File: src/pkg/apg_pkg.sv
// apg_pkg: register offsets, field layout, reset values and carriers
// assumes one 10 MHz controller clock and a 32-bit Avalon-MM register bus
package apg_pkg;
   localparam int          NAX         = 4;
   localparam int          NPL         = 4;
   localparam int          CLK_HZ      = 10_000_000;
   localparam int          BUF_BYTES   = 8192;
   localparam logic [4:0]  OFS_MAP     = 5'h00;
   localparam logic [4:0]  OFS_GANTRY  = 5'h04;
   localparam logic [4:0]  OFS_CTRL    = 5'h08;
   localparam logic [4:0]  OFS_STATUS  = 5'h0C;
   localparam logic [4:0]  OFS_HOFS_A  = 5'h10;
   localparam logic [4:0]  OFS_HOFS_B  = 5'h14;
   localparam logic [4:0]  OFS_HFEED   = 5'h18;
   localparam logic [4:0]  OFS_ACTMAP  = 5'h1C;
   // one byte per axis in map and gantry words
   localparam int          MAP_PL_LSB  = 0;
   localparam int          MAP_DS_LSB  = 3;
   localparam int          GAN_YES     = 0;
   localparam int          GAN_SL_LSB  = 1;
   localparam int          GAN_INV     = 3;
   localparam int          CTL_INIT    = 0;
   localparam int          CTL_HOME    = 1;
   localparam int          CTL_HAX_LSB = 2;
   localparam int          CTL_EN_LSB  = 4;
   localparam int          CTL_NPL_LSB = 8;
   localparam logic [31:0] MAP_RST     = 32'h1911_0901;
   localparam logic [31:0] GAN_RST     = 32'h0000_0000;
   localparam logic [31:0] CTL_RST     = 32'h0000_0100;
   localparam logic [31:0] HOFS_RST    = 32'h0000_0000;
   localparam logic [31:0] HFEED_RST   = 32'h0A0A_0A0A;
   localparam logic [2:0]  NPL_RST     = 3'h1;

   typedef enum logic [1:0] {DES_X, DES_Y, DES_Z, DES_U} apg_des_t;
   typedef logic signed [15:0] apg_step_t;
   typedef struct packed {
      logic      valid;
      apg_des_t  des;
      apg_step_t step;
   } apg_pcmd_t;
   typedef struct packed {
      logic      valid;
      apg_step_t step;
   } apg_acmd_t;
   typedef struct packed {
      logic        read;
      logic        write;
      logic [4:0]  address;
      logic [3:0]  byteenable;
      logic [31:0] writedata;
   } apg_avs_req_t;

   function automatic logic [2:0] apg_plane(input logic [31:0] w, input int a);
      return w[8*a+MAP_PL_LSB +: 3];
   endfunction
   function automatic apg_des_t apg_desf(input logic [31:0] w, input int a);
      return apg_des_t'(w[8*a+MAP_DS_LSB +: 2]);
   endfunction
   function automatic logic [1:0] apg_gslv(input logic [31:0] w, input int a);
      return w[8*a+GAN_SL_LSB +: 2];
   endfunction
   function automatic logic [31:0] apg_merge(input logic [31:0] o,
                                             input logic [31:0] w,
                                             input logic [3:0]  be);
      logic [31:0] r;
      r = o;
      for (int i = 0; i < 4; i++) begin
         if (be[i]) begin
            r[8*i +: 8] = w[8*i +: 8];
         end
      end
      return r;
   endfunction
endpackage

File: src/rtl/apg_map_gantry.sv
// apg_map_gantry: plane-to-axis routing, gantry link and register file
// assumes plane command sources and drive channels on ref_clk, markers async
//
// Overview of operation
// - the active plane command inputs are served one per cycle, round robin.
// - an axis mapped to plane zero never receives a motion command.
// - axis takes commands of its mapped plane whose designator matches its own.
// - after reset axes one to four sit in plane 1 as X, Y, Z, U.
// - axis n always drives channel n whatever its plane.
// - a slave mapped into a plane 1 to 4 other than its master's raises feedback error.
// - each command reaching a master is copied to its slave.
// - master byte names its slave; the invert bit reverses slave direction.
// - after reset no axis is a gantry master.
// - enabling a master also enables its slave.
// - a pair stays linked except while it runs its home cycle.
// - each axis of the pair searches its marker; the first one waits.
// - home done is flagged only after both axes finished their move.
// - home move is null distance plus home offset at the home feedrate.
// - active planes are 1, 2 or 4; buffer divides equally among them.
`timescale 1ns/10ps
module apg_map_gantry (
   input  wire logic                    ref_clk,
   input  wire logic                    reset_n,
   input  wire logic                    ce,
   input  wire apg_pkg::apg_avs_req_t   avs_req,
   output logic [31:0]                  avs_readdata,
   output logic                         avs_waitrequest,
   input  wire apg_pkg::apg_pcmd_t [3:0] pl_cmd,
   output logic [3:0]                   pl_ready,
   output apg_pkg::apg_acmd_t [3:0]     axis_cmd,
   output logic [3:0]                   drv_en,
   input  wire logic [3:0]              marker_pin,
   input  wire logic [3:0]              mv_done,
   input  wire apg_pkg::apg_step_t [3:0] null_dist,
   output logic [3:0]                   home_search,
   output logic [3:0]                   home_go,
   output apg_pkg::apg_step_t [3:0]     home_tgt,
   output logic [3:0][7:0]              home_feed,
   output logic                         home_busy,
   output logic                         home_done
);
   import apg_pkg::*;

   logic [31:0]       map_r, gan_r, ctl_r, hofs_a_r, hofs_b_r, hfeed_r;
   logic [31:0]       act_map_r, act_gan_r, rdata_r;
   logic [2:0]        act_npl_r;
   logic              ack_r, init_r, hstart_r, hdone_r, fb_err_r, role_err_r;
   logic [1:0]        slot_r, hm_r, hs_r;
   logic [3:0]        mk_s1_r, mk_s2_r, drv_en_r;
   apg_acmd_t [3:0]   ax_cmd_r;

   logic [3:0]        mst_v, inv, blocked, hit, linked, go_ax, drv_en_nxt;
   logic [3:0][1:0]   mst_i;
   logic              fb_err_c, role_err_c;
   logic              srch_m, srch_s, hgo, hpair_done;
   apg_step_t         tgt_m, tgt_s;
   apg_step_t [3:0]   hofs_w;

   // ---------------- Avalon-MM slave: one wait state on every access
   wire logic         req      = avs_req.read | avs_req.write;
   wire logic         take     = req & ack_r & ce;
   wire logic         wr_go    = take & avs_req.write;
   wire logic [31:0]  wd       = avs_req.writedata;
   wire logic [3:0]   be       = avs_req.byteenable;
   wire logic         sel_map  = avs_req.address == OFS_MAP;
   wire logic         sel_gan  = avs_req.address == OFS_GANTRY;
   wire logic         sel_ctl  = avs_req.address == OFS_CTRL;
   wire logic         sel_sts  = avs_req.address == OFS_STATUS;
   wire logic         sel_hoa  = avs_req.address == OFS_HOFS_A;
   wire logic         sel_hob  = avs_req.address == OFS_HOFS_B;
   wire logic         sel_hfd  = avs_req.address == OFS_HFEED;
   wire logic         sel_act  = avs_req.address == OFS_ACTMAP;
   wire logic [31:0]  ctl_wr   = apg_merge(ctl_r, wd, be);
   // init and home are actions, not stored bits
   wire logic [31:0]  ctl_keep = ctl_wr & ~(32'h1 << CTL_INIT) & ~(32'h1 << CTL_HOME);
   wire logic         init_go  = wr_go & sel_ctl & be[0] & wd[CTL_INIT];
   wire logic         home_req = wr_go & sel_ctl & be[0] & wd[CTL_HOME];
   wire logic [1:0]   hax      = wd[CTL_HAX_LSB +: 2];
   wire logic [3:0]   en_sw    = ctl_r[CTL_EN_LSB +: 4];
   wire logic [2:0]   npl_req  = ctl_r[CTL_NPL_LSB +: 3];

   assign avs_waitrequest = req & ~(ack_r & ce);
   assign avs_readdata    = rdata_r;

   // ---------------- plane count and buffer share
   wire logic [2:0]   npl_ok   = (npl_req == 3'h2 || npl_req == 3'h4) ? npl_req : NPL_RST;
   wire logic [1:0]   npl_m1   = 2'(act_npl_r - 3'h1);
   wire logic [1:0]   buf_sh   = act_npl_r == 3'h4 ? 2'h2 : act_npl_r == 3'h2 ? 2'h1 : 2'h0;
   wire logic [13:0]  buf_sz   = 14'(BUF_BYTES >> buf_sh);
   wire logic [1:0]   slot_nxt = 2'(slot_r + 2'h1) & npl_m1;

   wire logic [31:0]  status_w = {2'b00, buf_sz, 4'h0, blocked, drv_en_r,
                                  hdone_r, home_busy, role_err_r, fb_err_r};
   wire logic [31:0]  rd_mux   = sel_map ? map_r     :
                                 sel_gan ? gan_r     :
                                 sel_ctl ? ctl_r     :
                                 sel_sts ? status_w  :
                                 sel_hoa ? hofs_a_r  :
                                 sel_hob ? hofs_b_r  :
                                 sel_hfd ? hfeed_r   :
                                 sel_act ? act_map_r : 32'h0000_0000;

   always_ff @(posedge ref_clk or negedge reset_n) begin
      if (!reset_n) begin
         ack_r   <= 1'b0;
         rdata_r <= 32'h0000_0000;
      end else if (ce) begin
         ack_r <= req & ~ack_r;
         if (req && !ack_r) begin
            rdata_r <= rd_mux;
         end
      end
   end

   // register writes; map, gantry and plane count are shadows whose live copies follow only on init
   always_ff @(posedge ref_clk or negedge reset_n) begin
      if (!reset_n) begin
         map_r    <= MAP_RST;
         gan_r    <= GAN_RST;
         ctl_r    <= CTL_RST;
         hofs_a_r <= HOFS_RST;
         hofs_b_r <= HOFS_RST;
         hfeed_r  <= HFEED_RST;
      end else if (wr_go) begin
         if (sel_map) map_r <= apg_merge(map_r, wd, be);
         if (sel_gan) gan_r <= apg_merge(gan_r, wd, be);
         if (sel_ctl) ctl_r <= ctl_keep;
         if (sel_hoa) hofs_a_r <= apg_merge(hofs_a_r, wd, be);
         if (sel_hob) hofs_b_r <= apg_merge(hofs_b_r, wd, be);
         if (sel_hfd) hfeed_r <= apg_merge(hfeed_r, wd, be);
      end
   end

   always_ff @(posedge ref_clk or negedge reset_n) begin
      if (!reset_n) begin
         init_r    <= 1'b0;
         act_map_r <= MAP_RST;
         act_gan_r <= GAN_RST;
         act_npl_r <= NPL_RST;
      end else if (ce) begin
         init_r <= init_go;
         if (init_r) begin
            act_map_r <= map_r;
            act_gan_r <= gan_r;
            act_npl_r <= npl_ok;
         end
      end
   end

   // ---------------- configuration decode and error flags
   apg_cfg_chk u_chk (
      .map_w    (act_map_r),
      .gan_w    (act_gan_r),
      .mst_v    (mst_v),
      .mst_i    (mst_i),
      .inv      (inv),
      .blocked  (blocked),
      .fb_err   (fb_err_c),
      .role_err (role_err_c)
   );

   always_ff @(posedge ref_clk or negedge reset_n) begin
      if (!reset_n) begin
         fb_err_r   <= 1'b0;
         role_err_r <= 1'b0;
      end else if (ce) begin
         fb_err_r   <= fb_err_c;
         role_err_r <= role_err_c;
      end
   end

   // ---------------- plane multiplexing and axis routing
   wire apg_pcmd_t    cur      = pl_cmd[slot_r];
   wire logic         acc      = cur.valid & ce;
   wire logic [2:0]   cur_pl   = {1'b0, slot_r} + 3'h1;

   for (genvar a = 0; a < NAX; a++) begin : g_ax
      assign pl_ready[a] = ce & (slot_r == 2'(a));
      assign hit[a]      = acc && apg_plane(act_map_r, a) == cur_pl &&
                           apg_desf(act_map_r, a) == cur.des;
      // only the pair being homed drops its link
      assign linked[a]   = mst_v[a] & ~(home_busy & hs_r == 2'(a));
      assign go_ax[a]    = ~blocked[a] & (linked[a] ? hit[mst_i[a]] : hit[a]);
      assign drv_en_nxt[a] = en_sw[a] | (mst_v[a] & en_sw[mst_i[a]]);
      assign home_feed[a]  = hfeed_r[8*a +: 8];
   end

   always_ff @(posedge ref_clk or negedge reset_n) begin
      if (!reset_n) begin
         slot_r   <= 2'h0;
         ax_cmd_r <= '0;
         drv_en_r <= 4'h0;
      end else if (ce) begin
         slot_r   <= init_r ? 2'h0 : slot_nxt;
         drv_en_r <= drv_en_nxt;
         for (int a = 0; a < NAX; a++) begin
            ax_cmd_r[a].valid <= go_ax[a];
            ax_cmd_r[a].step  <= (linked[a] && inv[a]) ? apg_step_t'(-cur.step)
                                                       : cur.step;
         end
      end
   end

   assign axis_cmd = ax_cmd_r;
   assign drv_en   = drv_en_r;

   // ---------------- gantry homing
   always_ff @(posedge ref_clk or negedge reset_n) begin
      if (!reset_n) begin
         mk_s1_r <= 4'h0;
         mk_s2_r <= 4'h0;
      end else if (ce) begin
         mk_s1_r <= marker_pin;
         mk_s2_r <= mk_s1_r;
      end
   end

   wire logic hstart_ok = home_req & ~home_busy & ~hstart_r &
                          act_gan_r[8*hax+GAN_YES] & ~role_err_r;

   always_ff @(posedge ref_clk or negedge reset_n) begin
      if (!reset_n) begin
         hstart_r <= 1'b0;
         hm_r     <= 2'h0;
         hs_r     <= 2'h0;
         hdone_r  <= 1'b0;
      end else if (ce) begin
         hstart_r <= hstart_ok;
         if (hstart_ok) begin
            hm_r <= hax;
            hs_r <= apg_gslv(act_gan_r, int'(hax));
         end
         // completion wins over the clear of a new start
         if (hpair_done) begin
            hdone_r <= 1'b1;
         end else if (hstart_r) begin
            hdone_r <= 1'b0;
         end
      end
   end

   assign hofs_w = {hofs_b_r, hofs_a_r};

   apg_home_pair u_home (
      .ref_clk (ref_clk),
      .reset_n (reset_n),
      .ce      (ce),
      .start   (hstart_r),
      .mk_m    (mk_s2_r[hm_r]),
      .mk_s    (mk_s2_r[hs_r]),
      .dn_m    (mv_done[hm_r]),
      .dn_s    (mv_done[hs_r]),
      .dist_m  (null_dist[hm_r]),
      .dist_s  (null_dist[hs_r]),
      .ofs_m   (hofs_w[hm_r]),
      .ofs_s   (hofs_w[hs_r]),
      .busy    (home_busy),
      .done    (hpair_done),
      .srch_m  (srch_m),
      .srch_s  (srch_s),
      .go      (hgo),
      .tgt_m   (tgt_m),
      .tgt_s   (tgt_s)
   );

   assign home_done = hpair_done;

   for (genvar a = 0; a < NAX; a++) begin : g_hm
      wire logic is_m = hm_r == 2'(a);
      wire logic is_s = hs_r == 2'(a);
      assign home_search[a] = (is_m & srch_m) | (is_s & srch_s);
      assign home_go[a]     = (is_m | is_s) & hgo;
      assign home_tgt[a]    = is_m ? tgt_m : is_s ? tgt_s : 16'h0000;
   end

   for (genvar a = 0; a < NAX; a++) begin : g_ast

   end
endmodule // apg_map_gantry

File: src/rtl/apg_cfg_chk.sv
// apg_cfg_chk: decodes the latched gantry and map words into slave links
// assumes words already latched; purely combinational
`timescale 1ns/10ps
module apg_cfg_chk (
   input  wire logic [31:0]      map_w,
   input  wire logic [31:0]      gan_w,
   output logic [3:0]            mst_v,
   output logic [3:0][1:0]       mst_i,
   output logic [3:0]            inv,
   output logic [3:0]            blocked,
   output logic                  fb_err,
   output logic                  role_err
);
   import apg_pkg::*;

   always_comb begin
      logic [1:0] s;
      s        = 2'h0;
      mst_v    = 4'h0;
      mst_i    = '0;
      inv      = 4'h0;
      role_err = 1'b0;
      fb_err   = 1'b0;
      for (int m = 0; m < NAX; m++) begin
         if (gan_w[8*m+GAN_YES]) begin
            s = apg_gslv(gan_w, m);
            // self-slaving or two masters on one slave cannot be linked
            if (s == 2'(m) || mst_v[s]) begin
               role_err = 1'b1;
            end else begin
               mst_v[s] = 1'b1;
               mst_i[s] = 2'(m);
               inv[s]   = gan_w[8*m+GAN_INV];
            end
         end
      end
      for (int a = 0; a < NAX; a++) begin
         blocked[a] = apg_plane(map_w, a) == 3'h0 || apg_plane(map_w, a) > 3'h4;
         if (gan_w[8*a+GAN_YES] && mst_v[a]) begin
            role_err = 1'b1;
         end
         // slave mapped into a plane other than its master's: two plane owners
         if (mst_v[a] && !blocked[a] &&
             apg_plane(map_w, a) != apg_plane(map_w, int'(mst_i[a]))) begin
            fb_err = 1'b1;
         end
      end
   end
endmodule // apg_cfg_chk

File: src/rtl/apg_home_pair.sv
// apg_home_pair: coordinated home cycle of one gantry master/slave pair
// assumes marker inputs already synchronised, move-done pulses on this clock
`timescale 1ns/10ps
module apg_home_pair (
   input  wire logic              ref_clk,
   input  wire logic              reset_n,
   input  wire logic              ce,
   input  wire logic              start,
   input  wire logic              mk_m,
   input  wire logic              mk_s,
   input  wire logic              dn_m,
   input  wire logic              dn_s,
   input  wire apg_pkg::apg_step_t dist_m,
   input  wire apg_pkg::apg_step_t dist_s,
   input  wire apg_pkg::apg_step_t ofs_m,
   input  wire apg_pkg::apg_step_t ofs_s,
   output logic                   busy,
   output logic                   done,
   output logic                   srch_m,
   output logic                   srch_s,
   output logic                   go,
   output apg_pkg::apg_step_t     tgt_m,
   output apg_pkg::apg_step_t     tgt_s
);
   import apg_pkg::*;

   typedef enum logic [1:0] {HS_IDLE, HS_SRCH, HS_MOVE} apg_hst_t;

   apg_hst_t st_r, st_nxt;
   logic     fm_r, fs_r, fm_nxt, fs_nxt, go_nxt, done_nxt;

   always_comb begin
      st_nxt   = st_r;
      fm_nxt   = fm_r;
      fs_nxt   = fs_r;
      go_nxt   = 1'b0;
      done_nxt = 1'b0;
      case (st_r)
         HS_IDLE: begin
            if (start) begin
               st_nxt = HS_SRCH;
               fm_nxt = 1'b0;
               fs_nxt = 1'b0;
            end
         end
         HS_SRCH: begin
            fm_nxt = fm_r | mk_m;
            fs_nxt = fs_r | mk_s;
            if (fm_nxt && fs_nxt) begin
               st_nxt = HS_MOVE;
               go_nxt = 1'b1;
               fm_nxt = 1'b0;
               fs_nxt = 1'b0;
            end
         end
         HS_MOVE: begin
            fm_nxt = fm_r | dn_m;
            fs_nxt = fs_r | dn_s;
            if (fm_nxt && fs_nxt) begin
               st_nxt   = HS_IDLE;
               done_nxt = 1'b1;
            end
         end
         default: st_nxt = HS_IDLE;
      endcase
   end

   always_ff @(posedge ref_clk or negedge reset_n) begin
      if (!reset_n) begin
         st_r <= HS_IDLE;
         fm_r <= 1'b0;
         fs_r <= 1'b0;
         go   <= 1'b0;
         done <= 1'b0;
      end else if (ce) begin
         st_r <= st_nxt;
         fm_r <= fm_nxt;
         fs_r <= fs_nxt;
         go   <= go_nxt;
         done <= done_nxt;
      end
   end

   always_ff @(posedge ref_clk or negedge reset_n) begin
      if (!reset_n) begin
         tgt_m <= 16'h0000;
         tgt_s <= 16'h0000;
      end else if (ce && go_nxt) begin
         tgt_m <= apg_step_t'(dist_m + ofs_m);
         tgt_s <= apg_step_t'(dist_s + ofs_s);
      end
   end

   // an axis that found its marker stops searching and waits for its partner
   assign busy   = st_r != HS_IDLE;
   assign srch_m = st_r == HS_SRCH && !fm_r;
   assign srch_s = st_r == HS_SRCH && !fs_r;
endmodule // apg_home_pair

File: config.mk
export PLATFORM = sky130hd
export DESIGN_NAME = apg_map_gantry
export DESIGN_NICKNAME = d
export VERILOG_FILES = /design/src/pkg/apg_pkg.sv /design/src/rtl/apg_map_gantry.sv /design/src/rtl/apg_cfg_chk.sv /design/src/rtl/apg_home_pair.sv
export SDC_FILE = /design/constraint.sdc
export NUM_CORES = 1
export LEC_CHECK = 0
export ABC_AREA = 1
export BUFFER_PORTS_ARGS = -buffer_cell sky130_fd_sc_hd__buf_2
export CORE_ASPECT_RATIO = 1.2
export CORE_MARGIN = 2
export CORE_UTILIZATION = 62
export DETAILED_ROUTE_END_ITERATION = 10
export HOLD_SLACK_MARGIN = 0.1
export MAX_ROUTING_LAYER = met4
export PLACE_DENSITY = 0.87
export REMOVE_ABC_BUFFERS = 1
export SLEW_MARGIN = 5
export SYNTH_ARGS = -nofsm -noshare
export SYNTH_HDL_FRONTEND = slang
export SYNTH_SLANG_ARGS = --single-unit
File: constraint.sdc
create_clock -name ref_clk -period 5.7 [get_ports ref_clk]
set_input_delay 0.285 -clock ref_clk [delete_from_list [all_inputs] [get_ports ref_clk]]
set_output_delay 0.285 -clock ref_clk [all_outputs]
set_load 0.01 [all_outputs]
After elaboration in Yosys (flattened, before gate mapping):

Cells that the tools add are included.

* eq/ne operators: 40
* magnitude comparators: 20
* bitwise logic cells: 86
* shift operators: 6
* reduce and logical (&&, ||, !) cells: 93
* multiplexer cells: 141
* add/sub/neg operators: 7

Operator list (count)
* 16-bit two-way mux: 16
* 32-bit two-way mux: 8
* 16-bit binary-select mux with 2-bit select: 4
* 32-bit by 6-bit variable part select with 3-bit output: 4
* 3-bit AND reduction: 25
* 4-bit two-way mux: 16
* 1-bit two-way mux: 50
* 1-bit bitwise AND: 47
* 8-bit two-way mux: 5
* 19-bit binary-select mux with 2-bit select: 1
* 1-bit binary-select mux with 2-bit select: 17
* 1-bit logical AND: 34
* 2-bit by 3-bit < comparator with 1-bit output, second input constant: 11
* 16-bit adder: 2
* 32-bit by 7-bit variable part select with 2-bit output: 1
* 5-bit equality test, second input constant: 4
* 19-bit two-way mux: 1
* 2-bit equality test, second input constant: 9
* 1-bit OR: 17
* 2-bit two-way mux: 8
* 16-bit negator: 1
* 4-bit OR: 4
* 14-bit by 2-bit right shift with 14-bit output, first input constant: 1
* 1-bit NOT: 13
* 37 further kinds: 94

* bits of input ports: 194
* bits in registers: 419
* output and inout bits: 215
* word-level logic and storage cells: 448

Longest topological paths before layout:

Gate-level depths: netlist of run 1.

* depth after elaboration: 28
* gate-level depth with buffers: 20
* gate-level depth less buffers: 19

Modules after synthesis:

A second synthesis of run 1 with hierarchy kept.

* cell total of the unflattened synthesis: 3450
* area total of the unflattened synthesis: 25056.5 µm²

Modules (own cells, without submodules)
* apg_map_gantry: seq. area each 9491.6 µm², cells an instance 2675, times used 1, area each 20450.9 µm²
* apg_home_pair: seq. area each 950.9 µm², cells an instance 518, times used 1, area each 3345.7 µm²
* apg_cfg_chk: seq. area each 0.0 µm², cells an instance 257, times used 1, area each 1260.0 µm²

Worst setup path before layout of run 1:

No wires, ideal clock.

* path type: flip-flop to flip-flop
* start: register hm_r[1]
* end: register u_home.tgt_m[12]
* path buffers: 2
* path slack: 2.423 ns
* period minus slack after synthesis: 3.277 ns
* stages on the path, launching flop included: 18
* arrival time: 3.150 ns
* data required time: 5.574 ns
* cells stage by stage: dfrtp_1 inv_1 nand2_1 clkbuf_1 inv_1 clkbuf_1 a22oi_1 o221ai_1 ha_1 inv_1 fa_1 o21ai_0 a21boi_0 o21ai_0 a31oi_1 o21ai_0 xor2_1 o21ai_0

* longest elaborated chain between the ends: 7
* elaborated cells between the ends (all ways): 12

RTL lines
* from (decl): line apg_map_gantry.sv:48 `logic [1:0] slot_r, hm_r, hs_r;`
* from (signal assigned): line apg_map_gantry.sv:224 `hm_r <= 2'h0;`
* from (signal assigned): line apg_map_gantry.sv:230 `hm_r <= hax;`
* branches (longest 7 deep; another with 16-bit adder)
* to (signal assigned): line apg_home_pair.sv:89 `tgt_m <= apg_step_t'(dist_m + ofs_m);`
* to (decl): line apg_home_pair.sv:22 `output apg_pkg::apg_step_t tgt_m,`

Several ways; the timed one is not identified. The select of a mux whose other input is x is not followed.
A chain may end at the register's enable or synchronous reset.

Final worst setup path of run 1:

Ends and elaborated chain as after synthesis.

==> impl_metrics.env, run 1 <==
export IMPL_final_cells=3866
export IMPL_portBuffers=408
export IMPL_worst_path_buf_inv=4
export IMPL_drv_cap=0
export IMPL_ys_seq_elements=400
export IMPL_grt_pass1_vias=23810
export IMPL_drt_initial_drc_count=3150
export IMPL_power_per_cell_area_mw_per_mm2=315.4
export IMPL_grt_overflow=0
export IMPL_detail_route_antenna_nets=0
export IMPL_worstSetupPathType="reg2reg"
export IMPL_cts_buffers=42
export IMPL_core_mm2=0.03767
export IMPL_yosysSeqAreaShare_pct=42.61
export IMPL_synth_edf_count=0
export IMPL_setup_viol=0
export IMPL_row_count=78
export IMPL_ys_async_sr_fraction_pct=100.0
export IMPL_hold_slack_ps=206.4
export IMPL_ys_types=66
export IMPL_antenna_found_initial=3
export IMPL_syn_area_mm2=0.02357
export IMPL_max_stage_delay_ps=860
export IMPL_crit_path_max_fanout=39
export IMPL_status="completed"
export IMPL_num_nets_final=3589
export IMPL_remaining_drc_errors=0
export IMPL_root_buffer="clkbuf_16"
export IMPL_wl_per_cell_um=22.94
export IMPL_hold_viol=0
export IMPL_max_freq_mhz=219.0
export IMPL_start_kind="flip-flop"
export IMPL_cts_tree="done"
export IMPL_slew_headroom_pct=3.442
export IMPL_grt_first_pass_wirelength_mm=134.5
export IMPL_critPathArrivalTime_ps=5000
export IMPL_grt_usage_pct=45.28
export IMPL_critPathLaunch="hm_r[1]$_DFFE_PN0P_"
export IMPL_cp_common_cell="o21ai_0"
export IMPL_path_clk_slew_ps=60
export IMPL_io_pins=409
export IMPL_max_vdd_ir_drop_mv=0.2740
export IMPL_post_route_period_util_pct=80.12
export IMPL_rsz0062_at_grt="no"
export IMPL_via_count=24860
export IMPL_die_w_um=182.0
export IMPL_final_layout_size_suffix_gt1_share_pct=19.69
export IMPL_htree_num_levels=2
export IMPL_max_slew_worst_pin_slew_ps=1443
export IMPL_yosys_warnings=0
export IMPL_wl_mm=88.67
export IMPL_r2r_start="hm_r[1]$_DFFE_PN0P_"
export IMPL_path_cells="inv_1 > nand2_1 > buf_4 > inv_1 > a22oi_1 > o221ai_1 > ha_1 > inv_1 > fa_1 > o21ai_0 > a21boi_0 > o21ai_0 > a31oi_1 > o21ai_0 > xor2_1 > o21ai_0"
export IMPL_hp_class="in2reg"
export IMPL_clock_sinks=400
export IMPL_final_max_slew_violation_count=0
export IMPL_crit_slowest_cell="inv_1"
export IMPL_path_delay_family="compound AO/OA/AOI/OAI gates"
export IMPL_start_util_pct=62.56
export IMPL_power_total_w=0.008692
export IMPL_place_gp_congestion=1.028
export IMPL_grt_max_degree=131
export IMPL_min_period_ps=4567
export IMPL_dp_cells=3749
export IMPL_cp_end_kind="flip-flop"
export IMPL_firstDrtPassIters=9
export IMPL_dpl_hpwl_mm=62.21
export IMPL_die_height_um=217.6
export IMPL_area_growth_pct=16.93
export IMPL_leakage_nw=13.70
export IMPL_syn_inst=3008
export IMPL_clkLatencyLatePin_ps=600
export IMPL_setup_tns_ps=0
export IMPL_clock_path_buffers=3
export IMPL_die_area_mm2=0.03959
export IMPL_viasPerCell=6.431
export IMPL_critPathRequiredTime_ps=6130
export IMPL_synthFlopType="dfrtp_1"
export IMPL_fin_worst_skew_ps=34.29
export IMPL_worst_hold_startpoint="pl_cmd[0]"
export IMPL_synth_avg_cell_area_um2=7.835
-- Yosys cell counts, drive strengths merged, types with 29 or more instances --
| cell type | number | area, um2 |
|---|---|---|
| nand2 | 735 | 2806 |
| o21ai | 432 | 2170 |
| dfrtp | 374 | 9359 |
| inv | 338 | 1276 |
| a21oi | 170 | 922.1 |
| nand3 | 148 | 808.3 |
| nor2 | 139 | 569.3 |
| clkbuf | 107 | 401.6 |
| buf | 67 | 415.4 |
| o221ai | 64 | 560.5 |
| a22oi | 57 | 427.9 |
| mux2 | 46 | 518.0 |
| ha | 43 | 538.0 |
| o22ai | 43 | 269.0 |
| xor2 | 35 | 321.6 |
| o211ai | 29 | 217.7 |
-- layer usage --
layer / wire length [um] / track usage [%] / part of all wire, %
met3: 10180 / 11.19 / 11
met4: 6827 / 28.36 / 7.7
met5: 0 / - / 0
met2: 40100 / 70.00 / 45
met1: 31560 / 53.42 / 36
-- path summary, 6_finish.rpt --
check                      cells after the start  slack (ps)                            to
min in group asynchronous                      2         320        mk_s1_r[2]$_DFFE_PN0P_
setup / recovery                              16        1130  u_home.tgt_m[12]$_DFFE_PN0P_
hold reg to reg                                2         480      axis_cmd[13]$_DFFE_PN0P_
hold / removal                                 5         210       axis_cmd[0]$_DFFE_PN0P_
max in group asynchronous                      3        4030         gan_r[31]$_DFFE_PN0P_
setup reg to reg                              16        1130  u_home.tgt_m[12]$_DFFE_PN0P_
-- stage by stage --
stage	setup slack (ps)	utilization, %	area, um2
CTS	1235	73.13	27550
finish	1133	73.15	27560
global route	844.2	73.15	27560
global placement	1412	68.11	25660
floorplan	1067	-	22750
detailed placement	1274	68.11	25660
-- sequential cells by signal, indices dropped and copies added, names as in the netlist, 16 cells and up --
name and count:
act_gan_r 16, act_map_r 32, avs_readdata 32, axis_cmd 65, ctl_r 30, gan_r 32, hofs_a_r 32, hofs_b_r 32
home_feed 32, map_r 32, u_home.tgt_m 16, u_home.tgt_s 16
-- cell type report --
cell class                      instances  area (um2)
Tap cell                              480       600.6
Antenna cell                            3       7.507
Clock inverter                         18       295.3
Inverter                              342        1294
Multi-Input combinational cell       2092       11440
Sequential cell                       400       10040
Clock buffer                           59        1225
Fill cell                            2916       10110
Timing Repair Buffer                  472        2650
-- cell families (layout without fill, tap and decap cells) --
group / count (synthesis) / in the layout / synth area share (%)
compound gates: 893 / 893 / 22.96
other cells: 0 / 3 / 0
flops: 400 / 400 / 42.61
fa+ha+maj: 45 / 45 / 2.453
simple gates: 1056 / 1056 / 18.83
buf+inv: 516 / 891 / 8.946
mux: 48 / 48 / 2.283
xor+xnor: 50 / 50 / 1.922
-- what timing repair did --
item | CTS | global route
hold endpoints to repair | 265 | 0
resized for setup | 0 | 0
setup buffers | 0 | 0
hold buffers | 37 | 0
-- layout by cell type (no fill, tap or decap), types with 7 or more instances in the layout --
cell type / instances
a22oi_1: 57
clkbuf_8: 11
o211ai_1: 29
nand2_2: 11
o31ai_1: 8
dfrtp_1: 373
a21oi_1: 161
o21ai_1: 18
o2111ai_1: 12
nand4_1: 10
a31oi_1: 8
buf_2: 407
xor2_1: 33
nor2_1: 122
mux2_2: 46
dlygate4sd3_1: 37
xnor2_1: 15
a22o_1: 21
nand2_1: 720
inv_1: 323
buf_4: 25
nor2_2: 13
dfstp_2: 26
ha_1: 43
inv_2: 12
clkbuf_16: 42
a32o_1: 7
o22ai_1: 43
o221ai_1: 64
o21ai_0: 412
a221oi_1: 17
nand3_1: 139
-- worst min-delay path: cells and delay by family --
| kind | cells | cell delay, ps |
|---|---|---|
| compound gates | 1 | 100 |
| simple gates | 3 | 240 |
| buf+inv | 1 | 100 |
-- power by group --
group	leakage, nW	internal (W)	switching [W]
registers	4.56	0.00323	0.000375
logic	8.40	0.000727	0.00133
clock network	0.747	0.00175	0.00127
total	13.7	0.00571	0.00298
No activity file was read; power rests on OpenSTA's default activity.
==> inputs of run 2 (changes only) <==
Settings changed: CORE_UTILIZATION 62 to 52, PLACE_DENSITY 0.87 to 0.78.
Clock period 5.7 ns to 3.8 ns, I/O delays scaled along.
==> impl_metrics.env, run 2 (same netlist as run 1, synthesis figures left out) <==
export IMPL_remaining_drc_errors=0
export IMPL_start_kind="flip-flop"
export IMPL_crit_path_max_fanout=46
export IMPL_path_clk_slew_ps=70
export IMPL_io_pins=409
export IMPL_rr_worst_depth=14
export IMPL_start_util_pct=52.63
export IMPL_worst_hold_startpoint="null_dist[16]"
export IMPL_timing_rr_end="u_home.tgt_m[12]$_DFFE_PN0P_"
export IMPL_post_cts_buffers=0
export IMPL_dpl_hpwl_mm=65.20
export IMPL_setup_viol=0
export IMPL_fin_worst_skew_ps=21.70
export IMPL_layout_common_cells="nand2_1 (720), o21ai_0 (411), buf_2 (407), dfrtp_1 (373), inv_1 (323)"
export IMPL_clock_path_buffers=3
export IMPL_grt_usage_pct=38.17
export IMPL_drv_cap=0
export IMPL_cts_tree="done"
export IMPL_clkLatencyLatePin_ps=600
export IMPL_hold_slack_ps=123.1
export IMPL_grt_use_met2_pct=59.73
export IMPL_die_area_mm2=0.04705
export IMPL_grt_max_degree=111
export IMPL_area_growth_pct=18.59
export IMPL_grt_use_met1_pct=48.90
export IMPL_hold_viol=0
export IMPL_top_usage_layer="met2"
export IMPL_drt_initial_drc_count=2865
export IMPL_rsz0062_at_grt="no"
export IMPL_final_max_slew_violation_count=0
export IMPL_wl_mm=88.77
export IMPL_power_per_cell_area_mw_per_mm2=457.2
export IMPL_grt_first_pass_wirelength_mm=134.1
export IMPL_num_nets_final=3633
export IMPL_htree_num_levels=2
export IMPL_wl_per_cell_um=21.98
export IMPL_die_w_um=198.3
export IMPL_setup_tns_ps=0
export IMPL_worstSetupPathType="reg2reg"
export IMPL_cp_end_kind="flip-flop"
export IMPL_detail_route_antenna_nets=0
export IMPL_via_count=24520
export IMPL_max_slew_worst_pin_slew_ps=1086
export IMPL_critPathArrivalTime_ps=3910
export IMPL_cts_buffers=43
export IMPL_status="completed"
export IMPL_core_mm2=0.04477
export IMPL_die_height_um=237.2
export IMPL_slew_headroom_pct=27.63
export IMPL_hp_class="in2reg"
export IMPL_antenna_found_initial=3
export IMPL_row_count=85
export IMPL_root_buffer="clkbuf_16"
export IMPL_max_vdd_ir_drop_mv=0.3601
export IMPL_firstDrtPassIters=5
export IMPL_min_path_cells=6
export IMPL_largest_reg_flops=65
export IMPL_viasPerCell=6.070
export IMPL_clock_sinks=400
export IMPL_grt_pass1_vias=23390
export IMPL_met3_usage_pct=6.243
export IMPL_post_route_period_util_pct=89.30
export IMPL_leakage_nw=13.85
export IMPL_min_period_ps=3394
export IMPL_grt_overflow=0
export IMPL_final_layout_size_suffix_gt1_share_pct=20.40
export IMPL_critPathRequiredTime_ps=4310
export IMPL_r2r_start="hm_r[1]$_DFFE_PN0P_"
export IMPL_reg2reg_slack_ps=410
export IMPL_portBuffers=408
export IMPL_place_gp_congestion=0.9830
export IMPL_final_common_cell="nand2_1"
export IMPL_hold_path_end="u_home.tgt_s[0]$_DFFE_PN0P_"
export IMPL_max_freq_mhz=294.7
run 2: critical path, stage by stage, from the launching register on:
cell	delay, ps
dfrtp_1	430
inv_1	90
nor2_1	70
inv_2	110
buf_4	410
o221ai_1	190
ha_1	390
a21oi_1	130
o21ai_0	150
a21boi_1	480
o21ai_1	180
a31oi_1	240
o21ai_0	130
xor2_1	160
o21ai_0	140
run 2: routing by layer:
| layer | up-vias | wire [um] |
|---|---|---|
| met4 | 0 | 4541 |
| met5 | - | 0 |
| li1 | 10980 | - |
| met3 | 283 | 8451 |
| met2 | 1491 | 41070 |
| met1 | 11770 | 34710 |
run 2: worst max-delay path by stage:
stage,to,slack (ps),startpoint
6_report,u_home.tgt_m[12]$_DFFE_PN0P_,410,hm_r[1]$_DFFE_PN0P_
5_1_grt,u_home.tgt_m[12]$_DFFE_PN0P_,70,hm_r[1]$_DFFE_PN0P_
4_1_cts,u_home.tgt_m[12]$_DFFE_PN0P_,150,hm_r[1]$_DFFE_PN0P_
3_5_place_dp,u_home.tgt_m[12]$_DFFE_PN0P_,200,hm_r[1]$_DFFE_PN0P_
3_3_place_gp,u_home.tgt_m[12]$_DFFE_PN0P_,310,hm_r[1]$_DFFE_PN0P_
2_1_floorplan,avs_readdata[26]$_DFFE_PN0P_,-740,ce
run 2: layout make-up:
type,count,area [um2]
repair buffers,515,2985
fillers,3931,16830
clock inverters,20,250.2
multi-input cells,2092,11430
inverters,342,1294
flip-flops and latches,400,10040
well taps,609,762.0
clock buffers,58,1172
diodes,3,7.507
run 2: per-stage QoR:
step                      util, %  power, W  instance area [um2]  instances  setup slack (ps)
after floorplan                 -  0.007014                22750       2834            -738.4
after global placement      58.29  0.008323                26100       3916             305.6
after detailed placement    58.29  0.008401                26100       3916             198.2
after CTS                   62.40   0.01276                27940       4036             148.7
after global routing        62.42   0.01334                27950       4039             67.23
final                       62.42   0.01278                27950       4039             406.5
run 2: what timing repair did:
item	4_1_cts	5_1_grt
endpoints found under the hold margin	288	0
endpoints found under the setup margin	0	2
gates resized for setup	0	2
hold buffers	42	0
run 2: power breakdown:
part | total (W) | switching [W] | internal (W) | leakage [nW]
clock network | 0.00433 | 0.00187 | 0.00246 | 0.696
logic | 0.00308 | 0.00198 | 0.00110 | 8.60
registers | 0.00537 | 0.000527 | 0.00484 | 4.56
total | 0.0128 | 0.00437 | 0.00841 | 13.9
